`src/rcfg_pkg.sv`:
```
// constants, register map and field layout of the receiver config bank
// assumes a 250 MHz system clock and a byte-addressed AXI4-Lite master
// Operation
// RL1: unit 0: count times 16 carrier periods
// RL2: unit 1: count times half bit period
// RL3: count bits 6-0 gate input after transmit
// RL4: bits 7-4 set decoder minimum level
// RL5: bits 3-0 set phase detector level
// RL6: bit 7 picks differential or single pin
// RL7: bit 6 picks normal or card detect
// RL8: bits 5-4 pick processing input source
// RL9: bits 1-0 collision level, 3 disables
// RL10: software writes zero to trim bits
// RL11: bits 3-2 drive high-pass corner code
// RL12: bits 1-0 drive amplifier gain code
// RL13: reserved bits read zero, ignore writes
// RL14: guard counter starts at transmit end
package rcfg_pkg;

   // register indices; byte address is four times the index
   localparam logic [7:0] IDX_GUARD     = 8'h36;
   localparam logic [7:0] IDX_THRESHOLD = 8'h37;
   localparam logic [7:0] IDX_RX_CTRL   = 8'h38;
   localparam logic [7:0] IDX_ANALOG    = 8'h39;
   localparam int         ADDR_W        = 12;
   localparam int         IDX_LSB       = 2;

   // reset values of the four registers
   localparam logic [7:0] RST_GUARD     = 8'h00;
   localparam logic [7:0] RST_THRESHOLD = 8'h00;
   localparam logic [7:0] RST_RX_CTRL   = 8'h00;
   localparam logic [7:0] RST_ANALOG    = 8'h00;

   // writable bit masks; zeros are reserved
   localparam logic [7:0] MASK_RX_CTRL  = 8'hF3;
   localparam logic [7:0] MASK_ANALOG   = 8'hCF;

   // field positions
   localparam int GUARD_UNIT_BIT = 7;
   localparam int GUARD_CNT_MSB  = 6;
   localparam int DEC_MSB        = 7;
   localparam int DEC_LSB        = 4;
   localparam int PHASE_MSB      = 3;
   localparam int SINGLE_BIT     = 7;
   localparam int CONV_BIT       = 6;
   localparam int SRC_MSB        = 5;
   localparam int SRC_LSB        = 4;
   localparam int COLL_MSB       = 1;
   localparam int TRIM_MSB       = 7;
   localparam int TRIM_LSB       = 6;
   localparam int HPCF_MSB       = 3;
   localparam int HPCF_LSB       = 2;
   localparam int GAIN_MSB       = 1;

   // collision code that switches detection off
   localparam logic [1:0] COLL_OFF = 2'h3;

   // AXI responses
   localparam logic [1:0] RESP_OKAY   = 2'h0;
   localparam logic [1:0] RESP_SLVERR = 2'h2;

   // guard unit 0: 16 periods of the 13.56 MHz carrier, rounded
   localparam longint CLK_HZ        = 64'd250_000_000;
   localparam longint CARRIER_HZ    = 64'd13_560_000;
   localparam longint UNIT_PERIODS  = 64'd16;
   localparam longint UNIT_CYC_L    =
      (UNIT_PERIODS * CLK_HZ + CARRIER_HZ / 2) / CARRIER_HZ;
   localparam logic [8:0] UNIT_CYC  = UNIT_CYC_L[8:0];

   typedef enum logic [1:0] {
      RCFG_G_IDLE = 2'b01,
      RCFG_G_RUN  = 2'b10
   } rcfg_guard_state_type;

   // register index from a byte address
   function automatic logic [7:0] rcfg_index(input logic [ADDR_W-1:0] a);
      rcfg_index = a[IDX_LSB+7:IDX_LSB];
   endfunction

   // true when the low address bits are word aligned
   function automatic logic rcfg_aligned(input logic [ADDR_W-1:0] a);
      rcfg_aligned = (a[IDX_LSB-1:0] == 2'h0);
   endfunction

endpackage

```
`src/rcfg_guard_if.sv`:
```
// carrier between the register bank and the guard interval timer
// assumes both ends run on the same system clock
`timescale 1ns/1ps
interface rcfg_guard_if;
   logic       start;
   logic [6:0] count;
   logic       unit_sel;
   logic       active;

   modport ctrl  (output start, output count, output unit_sel,
                  input active);
   modport timer (input start, input count, input unit_sel,
                  output active);
endinterface

```
`src/rcfg_guard.sv`:
```
// guard interval timer: ignores receiver input after each transmission
// assumes start and half_bit_tick are one-cycle pulses on aclk
`timescale 1ns/1ps
module rcfg_guard (
   input  wire logic  aclk,
   input  wire logic  aresetn,
   input  wire logic  half_bit_tick,
   rcfg_guard_if.timer gi
);

   rcfg_pkg::rcfg_guard_state_type state;
   rcfg_pkg::rcfg_guard_state_type next_state;
   logic [6:0] remain;
   logic [6:0] next_remain;
   logic [8:0] div;
   logic [8:0] next_div;
   logic       active;
   logic       next_active;
   logic       tick;

   assign gi.active = active;

   // unit tick from the carrier divider or the half-bit pulse
   always_comb begin
      if (gi.unit_sel) begin
         tick = half_bit_tick; // RL2
      end else begin
         tick = (div == rcfg_pkg::UNIT_CYC - 9'h001); // RL1
      end
   end

   // count down units; a new transmit end restarts the interval
   always_comb begin
      next_state  = state;
      next_remain = remain;
      next_div    = div;
      if (tick) begin
         next_div = 9'h000;
      end else begin
         next_div = div + 9'h001;
      end
      case (state)
         rcfg_pkg::RCFG_G_IDLE: begin
            next_div = 9'h000;
         end
         rcfg_pkg::RCFG_G_RUN: begin
            if (tick) begin
               next_remain = remain - 7'h01;
               if (remain == 7'h01) begin
                  next_state = rcfg_pkg::RCFG_G_IDLE; // RL14
               end
            end
         end
         default: begin
            next_state = rcfg_pkg::RCFG_G_IDLE;
         end
      endcase
      if (gi.start) begin
         next_div    = 9'h000;
         next_remain = gi.count; // RL3
         if (gi.count == 7'h00) begin
            next_state = rcfg_pkg::RCFG_G_IDLE; // RL14
         end else begin
            next_state = rcfg_pkg::RCFG_G_RUN;
         end
      end
      next_active = (next_state == rcfg_pkg::RCFG_G_RUN);
   end

   // state registers
   always_ff @(posedge aclk) begin
      if (!aresetn) begin
         state  <= rcfg_pkg::RCFG_G_IDLE;
         remain <= 7'h00;
         div    <= 9'h000;
         active <= 1'b0;
      end else begin
         state  <= next_state;
         remain <= next_remain;
         div    <= next_div;
         active <= next_active;
      end
   end

endmodule

```
`src/rcfg_regs.sv`:
```
// receiver configuration register bank on an AXI4-Lite slave port
// assumes tx_done and half_bit_tick come from logic on aclk
// register byte address is four times the register index
`timescale 1ns/1ps
module rcfg_regs (
   input  wire logic        aclk,
   input  wire logic        aresetn,
   input  wire logic [11:0] s_axi_awaddr,
   input  wire logic        s_axi_awvalid,
   output logic             s_axi_awready,
   input  wire logic [31:0] s_axi_wdata,
   input  wire logic [3:0]  s_axi_wstrb,
   input  wire logic        s_axi_wvalid,
   output logic             s_axi_wready,
   output logic [1:0]       s_axi_bresp,
   output logic             s_axi_bvalid,
   input  wire logic        s_axi_bready,
   input  wire logic [11:0] s_axi_araddr,
   input  wire logic        s_axi_arvalid,
   output logic             s_axi_arready,
   output logic [31:0]      s_axi_rdata,
   output logic [1:0]       s_axi_rresp,
   output logic             s_axi_rvalid,
   input  wire logic        s_axi_rready,
   input  wire logic        tx_done,
   input  wire logic        half_bit_tick,
   output logic             rx_input_enable,
   output logic [3:0]       decoder_min_threshold,
   output logic [3:0]       phase_detector_threshold,
   output logic             single_pin_input,
   output logic             converter_mode_select,
   output logic [1:0]       processing_input_select,
   output logic [1:0]       collision_threshold,
   output logic             collision_detect_enable,
   output logic [1:0]       factory_trim_field,
   output logic [1:0]       amp_highpass_corner,
   output logic [1:0]       amp_gain
);

   rcfg_guard_if gif ();

   logic [7:0]  guard_time;
   logic [7:0]  next_guard_time;
   logic [7:0]  threshold;
   logic [7:0]  next_threshold;
   logic [7:0]  rx_ctrl;
   logic [7:0]  next_rx_ctrl;
   logic [7:0]  analog;
   logic [7:0]  next_analog;
   logic        coll_en;
   logic        next_coll_en;
   logic        aw_held;
   logic        next_aw_held;
   logic        w_held;
   logic        next_w_held;
   logic [11:0] waddr;
   logic [11:0] next_waddr;
   logic [7:0]  wbyte;
   logic [7:0]  next_wbyte;
   logic        wlane;
   logic        next_wlane;
   logic        awready;
   logic        next_awready;
   logic        wready;
   logic        next_wready;
   logic        bvalid;
   logic        next_bvalid;
   logic [1:0]  bresp;
   logic [1:0]  next_bresp;
   logic        arready;
   logic        next_arready;
   logic        rvalid;
   logic        next_rvalid;
   logic [31:0] rdata;
   logic [31:0] next_rdata;
   logic [1:0]  rresp;
   logic [1:0]  next_rresp;
   logic        rx_en;
   logic        next_rx_en;
   logic [7:0]  widx;
   logic [7:0]  ridx;
   logic        wok;
   logic        rok;
   logic        do_write;

   // guard timer fed from the guard register
   assign gif.start    = tx_done;
   assign gif.count    = guard_time[rcfg_pkg::GUARD_CNT_MSB:0]; // RL3
   assign gif.unit_sel = guard_time[rcfg_pkg::GUARD_UNIT_BIT]; // RL1

   rcfg_guard u_guard (
      .aclk          (aclk),
      .aresetn       (aresetn),
      .half_bit_tick (half_bit_tick),
      .gi            (gif.timer)
   );

   // bus outputs straight from flops
   assign s_axi_awready = awready;
   assign s_axi_wready  = wready;
   assign s_axi_bvalid  = bvalid;
   assign s_axi_bresp   = bresp;
   assign s_axi_arready = arready;
   assign s_axi_rvalid  = rvalid;
   assign s_axi_rdata   = rdata;
   assign s_axi_rresp   = rresp;

   // configuration outputs are register bits; collision enable and input gate come from their own flops
   assign decoder_min_threshold =
      threshold[rcfg_pkg::DEC_MSB:rcfg_pkg::DEC_LSB]; // RL4
   assign phase_detector_threshold =
      threshold[rcfg_pkg::PHASE_MSB:0]; // RL5
   assign single_pin_input = rx_ctrl[rcfg_pkg::SINGLE_BIT]; // RL6
   assign converter_mode_select = rx_ctrl[rcfg_pkg::CONV_BIT]; // RL7
   assign processing_input_select =
      rx_ctrl[rcfg_pkg::SRC_MSB:rcfg_pkg::SRC_LSB]; // RL8
   assign collision_threshold = rx_ctrl[rcfg_pkg::COLL_MSB:0]; // RL9
   assign collision_detect_enable = coll_en;
   assign factory_trim_field =
      analog[rcfg_pkg::TRIM_MSB:rcfg_pkg::TRIM_LSB]; // RL10
   assign amp_highpass_corner =
      analog[rcfg_pkg::HPCF_MSB:rcfg_pkg::HPCF_LSB]; // RL11
   assign amp_gain = analog[rcfg_pkg::GAIN_MSB:0]; // RL12
   assign rx_input_enable = rx_en;

   // address decode for both channels
   always_comb begin
      widx = rcfg_pkg::rcfg_index(waddr);
      ridx = rcfg_pkg::rcfg_index(s_axi_araddr);
      wok  = rcfg_pkg::rcfg_aligned(waddr) &&
             (waddr[11:10] == 2'h0) &&
             ((widx == rcfg_pkg::IDX_GUARD) ||
              (widx == rcfg_pkg::IDX_THRESHOLD) ||
              (widx == rcfg_pkg::IDX_RX_CTRL) ||
              (widx == rcfg_pkg::IDX_ANALOG));
      rok  = rcfg_pkg::rcfg_aligned(s_axi_araddr) &&
             (s_axi_araddr[11:10] == 2'h0) &&
             ((ridx == rcfg_pkg::IDX_GUARD) ||
              (ridx == rcfg_pkg::IDX_THRESHOLD) ||
              (ridx == rcfg_pkg::IDX_RX_CTRL) ||
              (ridx == rcfg_pkg::IDX_ANALOG));
   end

   // write channel: address and data taken in either order
   always_comb begin
      next_aw_held = aw_held;
      next_w_held  = w_held;
      next_waddr   = waddr;
      next_wbyte   = wbyte;
      next_wlane   = wlane;
      next_bvalid  = bvalid;
      next_bresp   = bresp;
      do_write     = aw_held && w_held && !bvalid;
      if (s_axi_awvalid && awready) begin
         next_aw_held = 1'b1;
         next_waddr   = s_axi_awaddr;
      end
      if (s_axi_wvalid && wready) begin
         next_w_held = 1'b1;
         next_wbyte  = s_axi_wdata[7:0];
         next_wlane  = s_axi_wstrb[0];
      end
      if (bvalid && s_axi_bready) begin
         next_bvalid = 1'b0;
      end
      if (do_write) begin
         next_aw_held = 1'b0;
         next_w_held  = 1'b0;
         next_bvalid  = 1'b1;
         next_bresp   = wok ? rcfg_pkg::RESP_OKAY : rcfg_pkg::RESP_SLVERR;
      end
      // no new address or data until the response is gone
      next_awready = !next_aw_held && !next_bvalid;
      next_wready  = !next_w_held && !next_bvalid;
   end

   // register contents; only byte lane 0 carries data
   always_comb begin
      next_guard_time = guard_time;
      next_threshold  = threshold;
      next_rx_ctrl    = rx_ctrl;
      next_analog     = analog;
      if (do_write && wok && wlane) begin
         case (widx)
            rcfg_pkg::IDX_GUARD: begin
               next_guard_time = wbyte;
            end
            rcfg_pkg::IDX_THRESHOLD: begin
               next_threshold = wbyte;
            end
            rcfg_pkg::IDX_RX_CTRL: begin
               next_rx_ctrl = wbyte & rcfg_pkg::MASK_RX_CTRL; // RL13
            end
            rcfg_pkg::IDX_ANALOG: begin
               next_analog = wbyte & rcfg_pkg::MASK_ANALOG; // RL13
            end
            default: begin
               next_guard_time = guard_time;
            end
         endcase
      end
      next_coll_en =
         (next_rx_ctrl[rcfg_pkg::COLL_MSB:0] != rcfg_pkg::COLL_OFF); // RL9
      // one cycle behind the timer, so a flop drives the pin
      next_rx_en = !gif.active; // RL14
   end

   // read channel: one read at a time, data one cycle after address
   always_comb begin
      next_rvalid = rvalid;
      next_rdata  = rdata;
      next_rresp  = rresp;
      if (rvalid && s_axi_rready) begin
         next_rvalid = 1'b0;
      end
      if (s_axi_arvalid && arready) begin
         next_rvalid = 1'b1;
         next_rresp  = rok ? rcfg_pkg::RESP_OKAY : rcfg_pkg::RESP_SLVERR;
         next_rdata  = 32'h0000_0000;
         if (rok) begin
            case (ridx)
               rcfg_pkg::IDX_GUARD: begin
                  next_rdata[7:0] = guard_time;
               end
               rcfg_pkg::IDX_THRESHOLD: begin
                  next_rdata[7:0] = threshold;
               end
               rcfg_pkg::IDX_RX_CTRL: begin
                  next_rdata[7:0] = rx_ctrl;
               end
               rcfg_pkg::IDX_ANALOG: begin
                  next_rdata[7:0] = analog;
               end
               default: begin
                  next_rdata = 32'h0000_0000;
               end
            endcase
         end
      end
      next_arready = !next_rvalid;
   end

   // all state registers
   always_ff @(posedge aclk) begin
      if (!aresetn) begin
         guard_time <= rcfg_pkg::RST_GUARD;
         threshold  <= rcfg_pkg::RST_THRESHOLD;
         rx_ctrl    <= rcfg_pkg::RST_RX_CTRL;
         analog     <= rcfg_pkg::RST_ANALOG;
         coll_en    <= 1'b1;
         aw_held    <= 1'b0;
         w_held     <= 1'b0;
         waddr      <= 12'h000;
         wbyte      <= 8'h00;
         wlane      <= 1'b0;
         awready    <= 1'b0;
         wready     <= 1'b0;
         bvalid     <= 1'b0;
         bresp      <= 2'h0;
         arready    <= 1'b0;
         rvalid     <= 1'b0;
         rdata      <= 32'h0000_0000;
         rresp      <= 2'h0;
         rx_en      <= 1'b1;
      end else begin
         guard_time <= next_guard_time;
         threshold  <= next_threshold;
         rx_ctrl    <= next_rx_ctrl;
         analog     <= next_analog;
         coll_en    <= next_coll_en;
         aw_held    <= next_aw_held;
         w_held     <= next_w_held;
         waddr      <= next_waddr;
         wbyte      <= next_wbyte;
         wlane      <= next_wlane;
         awready    <= next_awready;
         wready     <= next_wready;
         bvalid     <= next_bvalid;
         bresp      <= next_bresp;
         arready    <= next_arready;
         rvalid     <= next_rvalid;
         rdata      <= next_rdata;
         rresp      <= next_rresp;
         rx_en      <= next_rx_en;
      end
   end

endmodule

```
`config.mk`:
```
export PLATFORM = sky130hd
export DESIGN_NAME = rcfg_regs
export DESIGN_NICKNAME = d
export VERILOG_FILES = /design/src/rcfg_pkg.sv /design/src/rcfg_guard_if.sv /design/src/rcfg_guard.sv /design/src/rcfg_regs.sv
export SDC_FILE = /design/constraint.sdc
export NUM_CORES = 1
export LEC_CHECK = 0
export BUFFER_PORTS_ARGS = -buffer_cell sky130_fd_sc_hd__buf_2
export CORE_MARGIN = 5
export CORE_UTILIZATION = 46
export CTS_CLUSTER_SIZE = 12
export DETAILED_ROUTE_END_ITERATION = 6
export PLACE_DENSITY = 0.74
export SYNTH_ARGS = -nofsm -noshare
export SYNTH_HDL_FRONTEND = slang
export SYNTH_HIERARCHICAL = 1
export SYNTH_SLANG_ARGS = --single-unit
```
`constraint.sdc`:
```
create_clock -name aclk -period 2.14 [get_ports aclk]
set_input_delay 0.214 -clock aclk [delete_from_list [all_inputs] [get_ports aclk]]
set_output_delay 0.214 -clock aclk [all_outputs]
set_load 0.03 [all_outputs]
```
==> reports/results.ini, run 1 <==
[sta]
setup_violations = 0
final-max-slew-violation-count = 0
totalNegativeSetupSlack_ns = 0
layout_min_cycle_time_ns = 1.88
hold-worst-slack_ns = 0.0968
post-route-period-util_pct = 87.8
hold_viol = 0
max_freq_mhz = 532
fin_skew_ns = 0.00727
rsz0062_at_grt = false
relSlewSlack_pct = 55.2
worstMarginPinSlew_ns = 0.671

[yosys]
yosys_warnings = 6
synth_async_sr_flop_share_pct = 0
synth_seq_cells = 87
synth.area.top_cells = dfxtp_1 44%, mux2i_1 9.0%, nand2_1 8.2%, buf_4 4.9%, a21boi_0 4.1%
synthMuxAreaShare_pct = 9.32
synth-simple-area-share_pct = 21.2
ys.flop_type = dfxtp_1
yosysUniqueCellTypes = 63
synth_area_per_cell_um2 = 9.07
synth_top_area_share_pct = 43.7
syn_inst = 440
synth_edf_count = 0
synthAdderAreaFrac_pct = 1.88
syn-cell-area_um2 = 3990
yosysSeqAreaShare_pct = 43.7
synth-compound-area-share_pct = 13.9
ys_top_cells_by_count = 87 x dfxtp_1, 87 x nand2_1, 36 x mux2i_1
synthXorXnorAreaFrac_pct = 1.76
yosysTopAreaCell = dfxtp_1
synth_top_family_by_area = simple AND/OR/NAND/NOR gates

[power]
ir_drop_mv = 0.604
switching_share_pct = 26.6
seqPwrFrac_pct = 53.4
p_int_mw = 2.31
leakagePower_nw = 2.02
p_per_area_nw_per_um2 = 687
p_switching_mw = 0.839
pwr-share-comb_pct = 9.2
p_total_mw = 3.15
clkPwrFrac_pct = 37.4

[drt]
drc = 0
drtPass1Iterations = 4
vias_per_cell = 5.17
drt_iter0_drc = 110
vias = 3243
wire_per_inst_um = 14.0
wl_mm = 8.75
ant_nets = 0

[die]
num_rows = 34
fp.dieArea_um2 = 10600
ios = 132
start_util_pct = 46.4
core_area_um2 = 8590
die_h_um = 103
die_w_um = 103

[global_route]
grt_antenna_before_repair = 0
grt_use_met1_pct = 20.3
grt_max_degree = 36
grt_pass1_vias = 3041
track_usage_pct = 16.4
gr-total-overflow = 0
use_met2_pct = 27.4
grt_busiest_layer = met2
met3_usage_pct = 3.86
grt_pass1_wl_mm = 13.9

[place]
portBuffers = 78
gp_congestion = 0.782
post-place-cells = 611
hpwl_mm = 6.47

[outcome]
status = finished, final reports clean

[layout]
nets = 589
num-fill-cells = 806
diodes = 0
stdcell_count = 627
area_delta_synth_final_pct = 14.9
drive_above_1_share_pct = 21.4

[cts]
h-tree-depth = 3
insertion_delay_ns = 0.35
clkTransAtPathRegs_ns = 0.09
root_buffer = clkbuf_8
cts_tree = built
postCtsHoldBufs = 0
cts_setup_buffers = 0
cts_buffer_depth = 2
numCtsBuffers = 9
cts.repair.resized = 0
clock-sinks = 87

[worst_setup_path]
cp-start-kind = flop
worstPathMaxFanout = 8
crit_arrival_ns = 2.12
required_ns = 2.38
ff2ff_path_depth = 6
crit_path_end_kind = flop
criticalPathCategory = flop to flop

[hold_path]
hold_depth = 3
hp-class = input pin to flop

[run]
drv_cap = 0

kinds of logic after synthesis:
family                     after synthesis
buffers and inverters                   58
muxes                                   37
DFF                                     87
other                                    1
adders and majority gates                6
xor gates and xnor gates                 8
AOI/OAI and AO/OA                       74
and+or+nand+nor                        169
power by group through the flow:
| stage | Clock (mW) | Combinational (mW) | Sequential [mW] |
|---|---|---|---|
| 2_1_floorplan | 0 | 0.229 | 1.73 |
| 3_3_place_gp | 0 | 0.282 | 1.72 |
| 3_5_place_dp | 0 | 0.288 | 1.72 |
| 4_1_cts | 1.20 | 0.289 | 1.68 |
| 5_1_grt | 1.26 | 0.322 | 1.69 |
| 6_report | 1.18 | 0.289 | 1.68 |
critical path, stage by stage (launching register included):
cell and delay [ns]:
dfxtp_1 0.36, inv_1 0.05, ha_1 0.25, and4b_2 0.27
a31o_2 0.31, and4_1 0.21, o311a_1 0.31
stage by stage:
stage / worst slack [ns] / utilization [%] / instance area (µm²)
detailed placement: 0.305 / 50.9 / 4380
CTS: 0.282 / 53.3 / 4580
finish: 0.261 / 53.3 / 4580
floorplan: 0.311 / - / 4080
global route: 0.156 / 53.3 / 4580
global placement: 0.318 / 50.9 / 4380
cell type report:
cell class	instances	area (µm²)	share of cell area (%)
inverters	10	37.5	0.819
clock inverters	6	78.8	1.72
flip-flops and latches	87	1740	38.0
multi-input cells	320	2010	43.9
well taps	108	135	2.95
repair buffers	86	450	9.83
clock buffers	10	128	2.78
state kept, by name (all words and copies together) (netlist names), 2 cells and up:
register,cells
analog,6
waddr,12
u_guard/div,9
wbyte,8
threshold,8
u_guard/state,2
guard_time,8
u_guard/remain,7
rx_ctrl,6
s_axi_rdata,8
final timing paths:
path / start / end / slack (ns)
worst min register to register: u_guard/gi.active / rx_input_enable / 0.37
worst max-delay path: u_guard/state[0] / u_guard/remain[6] / 0.26
worst max register to register: u_guard/state[0] / u_guard/remain[6] / 0.26
worst min-delay path: s_axi_awaddr[6] / waddr[6] / 0.1
placed cells by master (no fill, tap or decap), drive strengths merged, types with 4 or more instances in the layout:
master	synthesis	routed
nand2	88	88
dfxtp	87	87
buf	33	86
mux2i	36	36
conb	1	26
a21boi	22	22
nor2	18	18
o21ai	15	15
nand3	13	13
inv	10	12
clkbuf	15	10
a32o	6	6
xor2	6	6
ha	6	6
nor3b	5	5
a31oi	5	5
and2	5	5
o22ai	4	4
a22oi	4	4
nand4	4	4
and3	4	4
per-layer routing:
| metal | routed length, µm | up-vias |
|---|---|---|
| met4 | 158 | 0 |
| met5 | 0 | - |
| met2 | 4150 | 92 |
| met3 | 546 | 16 |
| met1 | 3890 | 1500 |
| li1 | - | 1635 |
(Power assumes the default switching activity.)
==> run 2: changes to the inputs <==
--- a/config.mk
+++ b/config.mk
@@ -5,12 +5,13 @@
 export SDC_FILE = /design/constraint.sdc
 export NUM_CORES = 1
 export LEC_CHECK = 0
+export ABC_AREA = 1
 export BUFFER_PORTS_ARGS = -buffer_cell sky130_fd_sc_hd__buf_2
 export CORE_MARGIN = 5
 export CORE_UTILIZATION = 46
 export CTS_CLUSTER_SIZE = 12
 export DETAILED_ROUTE_END_ITERATION = 6
-export PLACE_DENSITY = 0.74
+export PLACE_DENSITY = 0.73
 export SYNTH_ARGS = -nofsm -noshare
 export SYNTH_HDL_FRONTEND = slang
 export SYNTH_HIERARCHICAL = 1
==> run 2 against run 1 <==
Net effect:
- die area grew 6.7%
- fmax increased by 9.2%
- clock skew increased by 0.0043 ns
- synthesized cell count grew 44%
- first-iteration DRC count up 58%
- clock power is 14% higher
- register-to-register slack better by 0.16 ns
- global-route usage grew 1.2 points
- power is 8.8% higher
- largest cell class unchanged
==> reports/results.ini, run 2 <==
[layout]
drive_above_1_share_pct = 18.4
regMostFlops = waddr
num-fill-cells = 916
reg_top3 = waddr x12, u_guard/div x9
largest_register_ffs = 12
final_cell_mix = 155 x nand2_1, 128 x nor2_1, 87 x dfxtp_1
area_delta_synth_final_pct = 13.7
nets = 781
fin_util_pct = 53.2
layout_commonest_cell = nand2_1
diodes = 0

[hold_path]
worstHoldEndpoint = waddr[11]
hold_depth = 3
worstHoldStart = s_axi_awaddr[11]
hp-class = input pin to flop

[sta]
relSlewSlack_pct = 64.3
layout_min_cycle_time_ns = 1.72
hold_viol = 0
final-max-slew-violation-count = 0
post-route-period-util_pct = 80.4
fin_skew_ns = 0.0116
hold-worst-slack_ns = 0.0997
worstMarginPinSlew_ns = 0.535
totalNegativeSetupSlack_ns = 0
setup_violations = 0
rsz0062_at_grt = false
max_freq_mhz = 581

[worst_setup_path]
crit_arrival_ns = 1.95
r2r_start = waddr[5]
ff2ff_path_depth = 9
worst-path-buf-inv = 1
r2r_end = rx_ctrl[0]
critPathMaxStageDelay_ns = 0.37
cpLargestDelayFamily = simple AND/OR/NAND/NOR gates
required_ns = 2.37
criticalPathCategory = flop to flop
cp-start-kind = flop
cp_slowest_cell = dfxtp_1
crit_path_end_kind = flop
reg2reg_slack_ns = 0.42
worstPathMaxFanout = 11
cp_cell_sequence = inv_2, nor2_1, nand2_1, nor2_1, nor2_1, nand2_1, nand4_1, nand2_1, a21oi_1

[yosys]
yosys_warnings = 6
yosysUniqueCellTypes = 35
synth_edf_count = 0
yosys.cell_count.top_type = nand2_1
synth_top_area_share_pct = 40.6
synth_async_sr_flop_share_pct = 0
yosysSeqAreaShare_pct = 40.6
yosysTopAreaCell = dfxtp_1
synth_seq_cells = 87
synth_area_per_cell_um2 = 6.78
synth.area.top_cells = dfxtp_1 41%, nand2_1 14%, nor2_1 11%, inv_1 6.0%, buf_4 4.9%
ys_top_cells_by_count = 155 x nand2_1, 128 x nor2_1, 87 x dfxtp_1
syn_inst = 632
ys.flop_type = dfxtp_1
syn-cell-area_um2 = 4290

[place]
portBuffers = 78
gp_congestion = 0.854
hpwl_mm = 7.39

[power]
seqPwrFrac_pct = 50.2
leakagePower_nw = 2.50
p_switching_mw = 0.932
clkPwrFrac_pct = 39.6
ir_drop_mv = 0.388
pwr-share-comb_pct = 10.2
p_per_area_nw_per_um2 = 702
p_int_mw = 2.49
switching_share_pct = 27.2

[run]
drv_cap = 0

[cts]
root_buffer = clkbuf_8
clkTransAtPathRegs_ns = 0.10
numCtsBuffers = 9
cts_tree = built
clock-sinks = 87
insertion_delay_ns = 0.35
cts.repair.resized = 0
cts_setup_buffers = 0
postCtsHoldBufs = 0
cts_buffer_depth = 2
h-tree-depth = 3

[die]
core_area_um2 = 9150
die_h_um = 107
fp.dieArea_um2 = 11300
start_util_pct = 46.8
num_rows = 35
ios = 132
die_w_um = 107

[drt]
wire_per_inst_um = 11.9
wl_mm = 9.75
ant_nets = 0
drt_iter0_drc = 174
drc = 0
vias = 3830
vias_per_cell = 4.66
drtPass1Iterations = 4

[global_route]
grt_pass1_wl_mm = 16.5
grt_antenna_before_repair = 0
gr-total-overflow = 0
track_usage_pct = 17.6
grt_pass1_vias = 3661
grt_max_degree = 30

[outcome]
status = finished, final reports clean

## run 2: cells by family (layout without fill, tap and decap cells)
logic type | Yosys count | after routing | synth area share, %
adders and majority gates | 6 | 6 | 1.75
DFF | 87 | 87 | 40.6
and+or+nand+nor | 338 | 338 | 34.0
AOI/OAI and AO/OA | 78 | 78 | 9.72
buffers and inverters | 122 | 176 | 13.8
other | 1 | 26 | 0.0875
## run 2: worst min-delay path, delay by kind of cell
family | cells | cell delay [ns]
AND/OR/NAND/NOR | 1 | 0.07
buffers and inverters | 1 | 0.07
AO/OA/AOI/OAI | 1 | 0.07
## run 2: area by class of cell
class,instances,area [µm²],share of cell area [%]
multi-input combinational,448,2050,42.0
sequential,87,1740,35.7
timing repair buffer,80,405,8.32
inverter,80,300,6.16
tap,111,139,2.85
clock buffer,10,138,2.82
clock inverter,6,100,2.05
## run 2: worst max path at each step
stage                              from                      end  slack [ns]  depth (start not counted)
final                          waddr[5]               rx_ctrl[0]        0.42                          9
after global routing           waddr[5]  collision_detect_enable        0.18                         10
after CTS                      waddr[5]  collision_detect_enable        0.43                         10
after detailed placement       waddr[5]               rx_ctrl[0]        0.46                          9
after global placement         waddr[5]               rx_ctrl[0]        0.52                          9
after floorplan           s_axi_arready           s_axi_rresp[1]        0.60                          6
## run 2: metrics by stage
stage | worst slack (ns) | std cells | power [mW] | cell area (µm²)
6_report | 0.420 | 822 | 3.42 | 4870
5_1_grt | 0.185 | 822 | 3.57 | 4870
3_5_place_dp | 0.457 | 806 | 2.10 | 4630
3_3_place_gp | 0.517 | 806 | 2.09 | 4630
4_1_cts | 0.429 | 822 | 3.44 | 4870
2_1_floorplan | 0.598 | 657 | 2.04 | 4380
## run 2: power groups by stage
stage	combinational, mW	clock [mW]	sequential [mW]
final	0.350	1.35	1.72
after CTS	0.349	1.38	1.72
after global routing	0.399	1.44	1.73
after floorplan	0.282	0	1.76
after global placement	0.338	0	1.75
after detailed placement	0.348	0	1.75
## run 2: per-layer routing
layer / track usage [%] / wire [µm]
met5: 0 / 0
met4: 5.75 / 117
met3: 4.13 / 640
met2: 29.2 / 4400
met1: 22.7 / 4590
==> run 3: changes to the inputs <==
--- a/config.mk
+++ b/config.mk
@@ -5,13 +5,13 @@
 export SDC_FILE = /design/constraint.sdc
 export NUM_CORES = 1
 export LEC_CHECK = 0
-export ABC_AREA = 1
+export ABC_AREA = 0
 export BUFFER_PORTS_ARGS = -buffer_cell sky130_fd_sc_hd__buf_2
 export CORE_MARGIN = 5
 export CORE_UTILIZATION = 46
 export CTS_CLUSTER_SIZE = 12
 export DETAILED_ROUTE_END_ITERATION = 6
-export PLACE_DENSITY = 0.73
+export PLACE_DENSITY = 0.74
 export SYNTH_ARGS = -nofsm -noshare
 export SYNTH_HDL_FRONTEND = slang
 export SYNTH_HIERARCHICAL = 1
==> constraint.sdc (replaced) <==
create_clock -name aclk -period 1.79 [get_ports aclk]
set_input_delay 0.179 -clock aclk [delete_from_list [all_inputs] [get_ports aclk]]
set_output_delay 0.179 -clock aclk [all_outputs]
set_load 0.03 [all_outputs]
==> run 3 against run 2 <==
Net effect:
- utilization up 1.2 points
- die area down 6.3%
- design area down 4.0%
- non-clock buffer count up 11
- critical path depth down 3
- final cell count down 23%
- routed wire length down 10%
- hold slack worse by 0.040 ns
- clock power up 15%
- largest cell class unchanged
==> reports/results.ini, run 3 (synthesis results as in run 1) <==
[power]
pwr-share-comb_pct = 9.0
clkPwrFrac_pct = 39.5
p_switching_mw = 0.986
ir_drop_mv = 0.428
p_per_area_nw_per_um2 = 836
seqPwrFrac_pct = 51.4
leakagePower_nw = 2.05
p_int_mw = 2.92
switching_share_pct = 25.2
p_total_mw = 3.91

[sta]
rsz0062_at_grt = false
setup_violations = 0
totalNegativeSetupSlack_ns = 0
hold_viol = 0
fin_skew_ns = 0.00647
final-max-slew-violation-count = 0
layout_min_cycle_time_ns = 1.73
worstMarginPinSlew_ns = 0.643
max_freq_mhz = 578
relSlewSlack_pct = 57.1
post-route-period-util_pct = 96.6

[cts]
cts_setup_buffers = 0
cts_tree = built
insertion_delay_ns = 0.35
postCtsHoldBufs = 0
root_buffer = clkbuf_8
h-tree-depth = 3
cts_buffer_depth = 2
numCtsBuffers = 9
cts.repair.resized = 0
clock-sinks = 87
clkTransAtPathRegs_ns = 0.09

[global_route]
gr-total-overflow = 0
grt_antenna_before_repair = 0
grt_busiest_layer = met2
met3_usage_pct = 5.21
track_usage_pct = 16.8
grt_use_met1_pct = 20.4
grt_max_degree = 46
grt_pass1_vias = 3110
use_met2_pct = 28.0
grt_pass1_wl_mm = 14.2

[place]
post-place-cells = 616
hpwl_mm = 6.65
portBuffers = 78
gp_congestion = 0.844

[worst_setup_path]
r2r_end = u_guard/remain[6]
crit_path_end_kind = flop
r2r_start = u_guard/state[0]
crit_path_start = u_guard/state[0]
ff2ff_path_depth = 6
endpoint = u_guard/remain[6]
worstPathMaxFanout = 5
criticalPathCategory = flop to flop
reg2reg_slack_ns = 0.06
cp-start-kind = flop
required_ns = 2.04
crit_arrival_ns = 1.98

[layout]
area_delta_synth_final_pct = 17.3
reg_top3 = waddr x12, u_guard/div x9
fin_util_pct = 54.5
diodes = 0
stdcell_count = 632
nets = 594
layout_commonest_cell = nand2_1
largest_register_ffs = 12
drive_above_1_share_pct = 23.3
num-fill-cells = 783
final_cell_mix = 87 x nand2_1, 86 x dfxtp_1, 78 x buf_2
regMostFlops = waddr

[die]
start_util_pct = 46.4
fp.dieArea_um2 = 10600
die_h_um = 103
ios = 132
num_rows = 34
core_area_um2 = 8590
die_w_um = 103

[drt]
vias_per_cell = 5.18
wl_mm = 8.77
drt_iter0_drc = 98
ant_nets = 0
drtPass1Iterations = 4
wire_per_inst_um = 13.9
vias = 3272
drc = 0

[run]
drv_cap = 0

[hold_path]
worstHoldStart = aresetn
hp-class = input pin to flop

[outcome]
status = finished, final reports clean

## run 3: cell count changes in the layout (fill, tap and decap cells not counted), sizes merged, moves of 5 or more
| cell | change |
|---|---|
| nand2 | -73 |
| and2 | +5 |
| xor2 | +6 |
| buf | +11 |
| nand3 | -6 |
| nor2 | -117 |
| a32o | +6 |
| o21ai | -25 |
| inv | -72 |
| mux2i | +36 |
| a21oi | -26 |
| a21boi | +22 |
## run 3: layout make-up
type                            instances  area [µm²]  share of cell area [%]
Clock buffer                           10         138                    2.94
Multi-Input combinational cell        320        2030                    43.4
Sequential cell                        87        1740                    37.2
Tap cell                              108         135                    2.89
Clock inverter                          6        92.6                    1.98
Inverter                               10        37.5                   0.802
Timing Repair Buffer                   91         500                    10.7
## run 3: through the flow
stage	setup WS, ns	hold slack (ns)	area, µm²
final	0.0603	0.0593	4680
after global routing	0.00523	0.0475	4680
after CTS	0.0121	0.0410	4660
after detailed placement	0.0387	0.351	4430
after global placement	0.0966	0.345	4430
after floorplan	0.00148	0.324	4090
## run 3: power by group through the flow
| stage | registers (mW) | logic [mW] | clock network, mW |
|---|---|---|---|
| floorplan | 2.07 | 0.274 | 0 |
| global placement | 2.05 | 0.344 | 0 |
| detailed placement | 2.06 | 0.352 | 0 |
| CTS | 2.01 | 0.353 | 1.58 |
| global route | 2.02 | 0.393 | 1.66 |
| finish | 2.01 | 0.353 | 1.55 |
## run 3: worst min-delay path by stage
stage          slack [ns]         endpoint  cells past startpoint
2_1_floorplan        0.32         waddr[0]                      2
3_5_place_dp         0.35  rx_input_enable                      1
6_report             0.06  rx_input_enable                      2
5_1_grt              0.05  rx_input_enable                      2
3_3_place_gp         0.34  rx_input_enable                      1
4_1_cts              0.04  rx_input_enable                      2
## run 3: routing by layer
layer	vias up	wire length [µm]
li1	1638	-
met1	1526	3870
met2	91	4140
met3	17	587
met4	0	175
met5	-	0
## run 3: critical path, stage by stage, from the launching register on
cell	delay, ns
dfxtp_2	0.36
inv_1	0.05
ha_2	0.21
and4b_2	0.26
a31o_2	0.25
and4_1	0.19
o311a_1	0.32
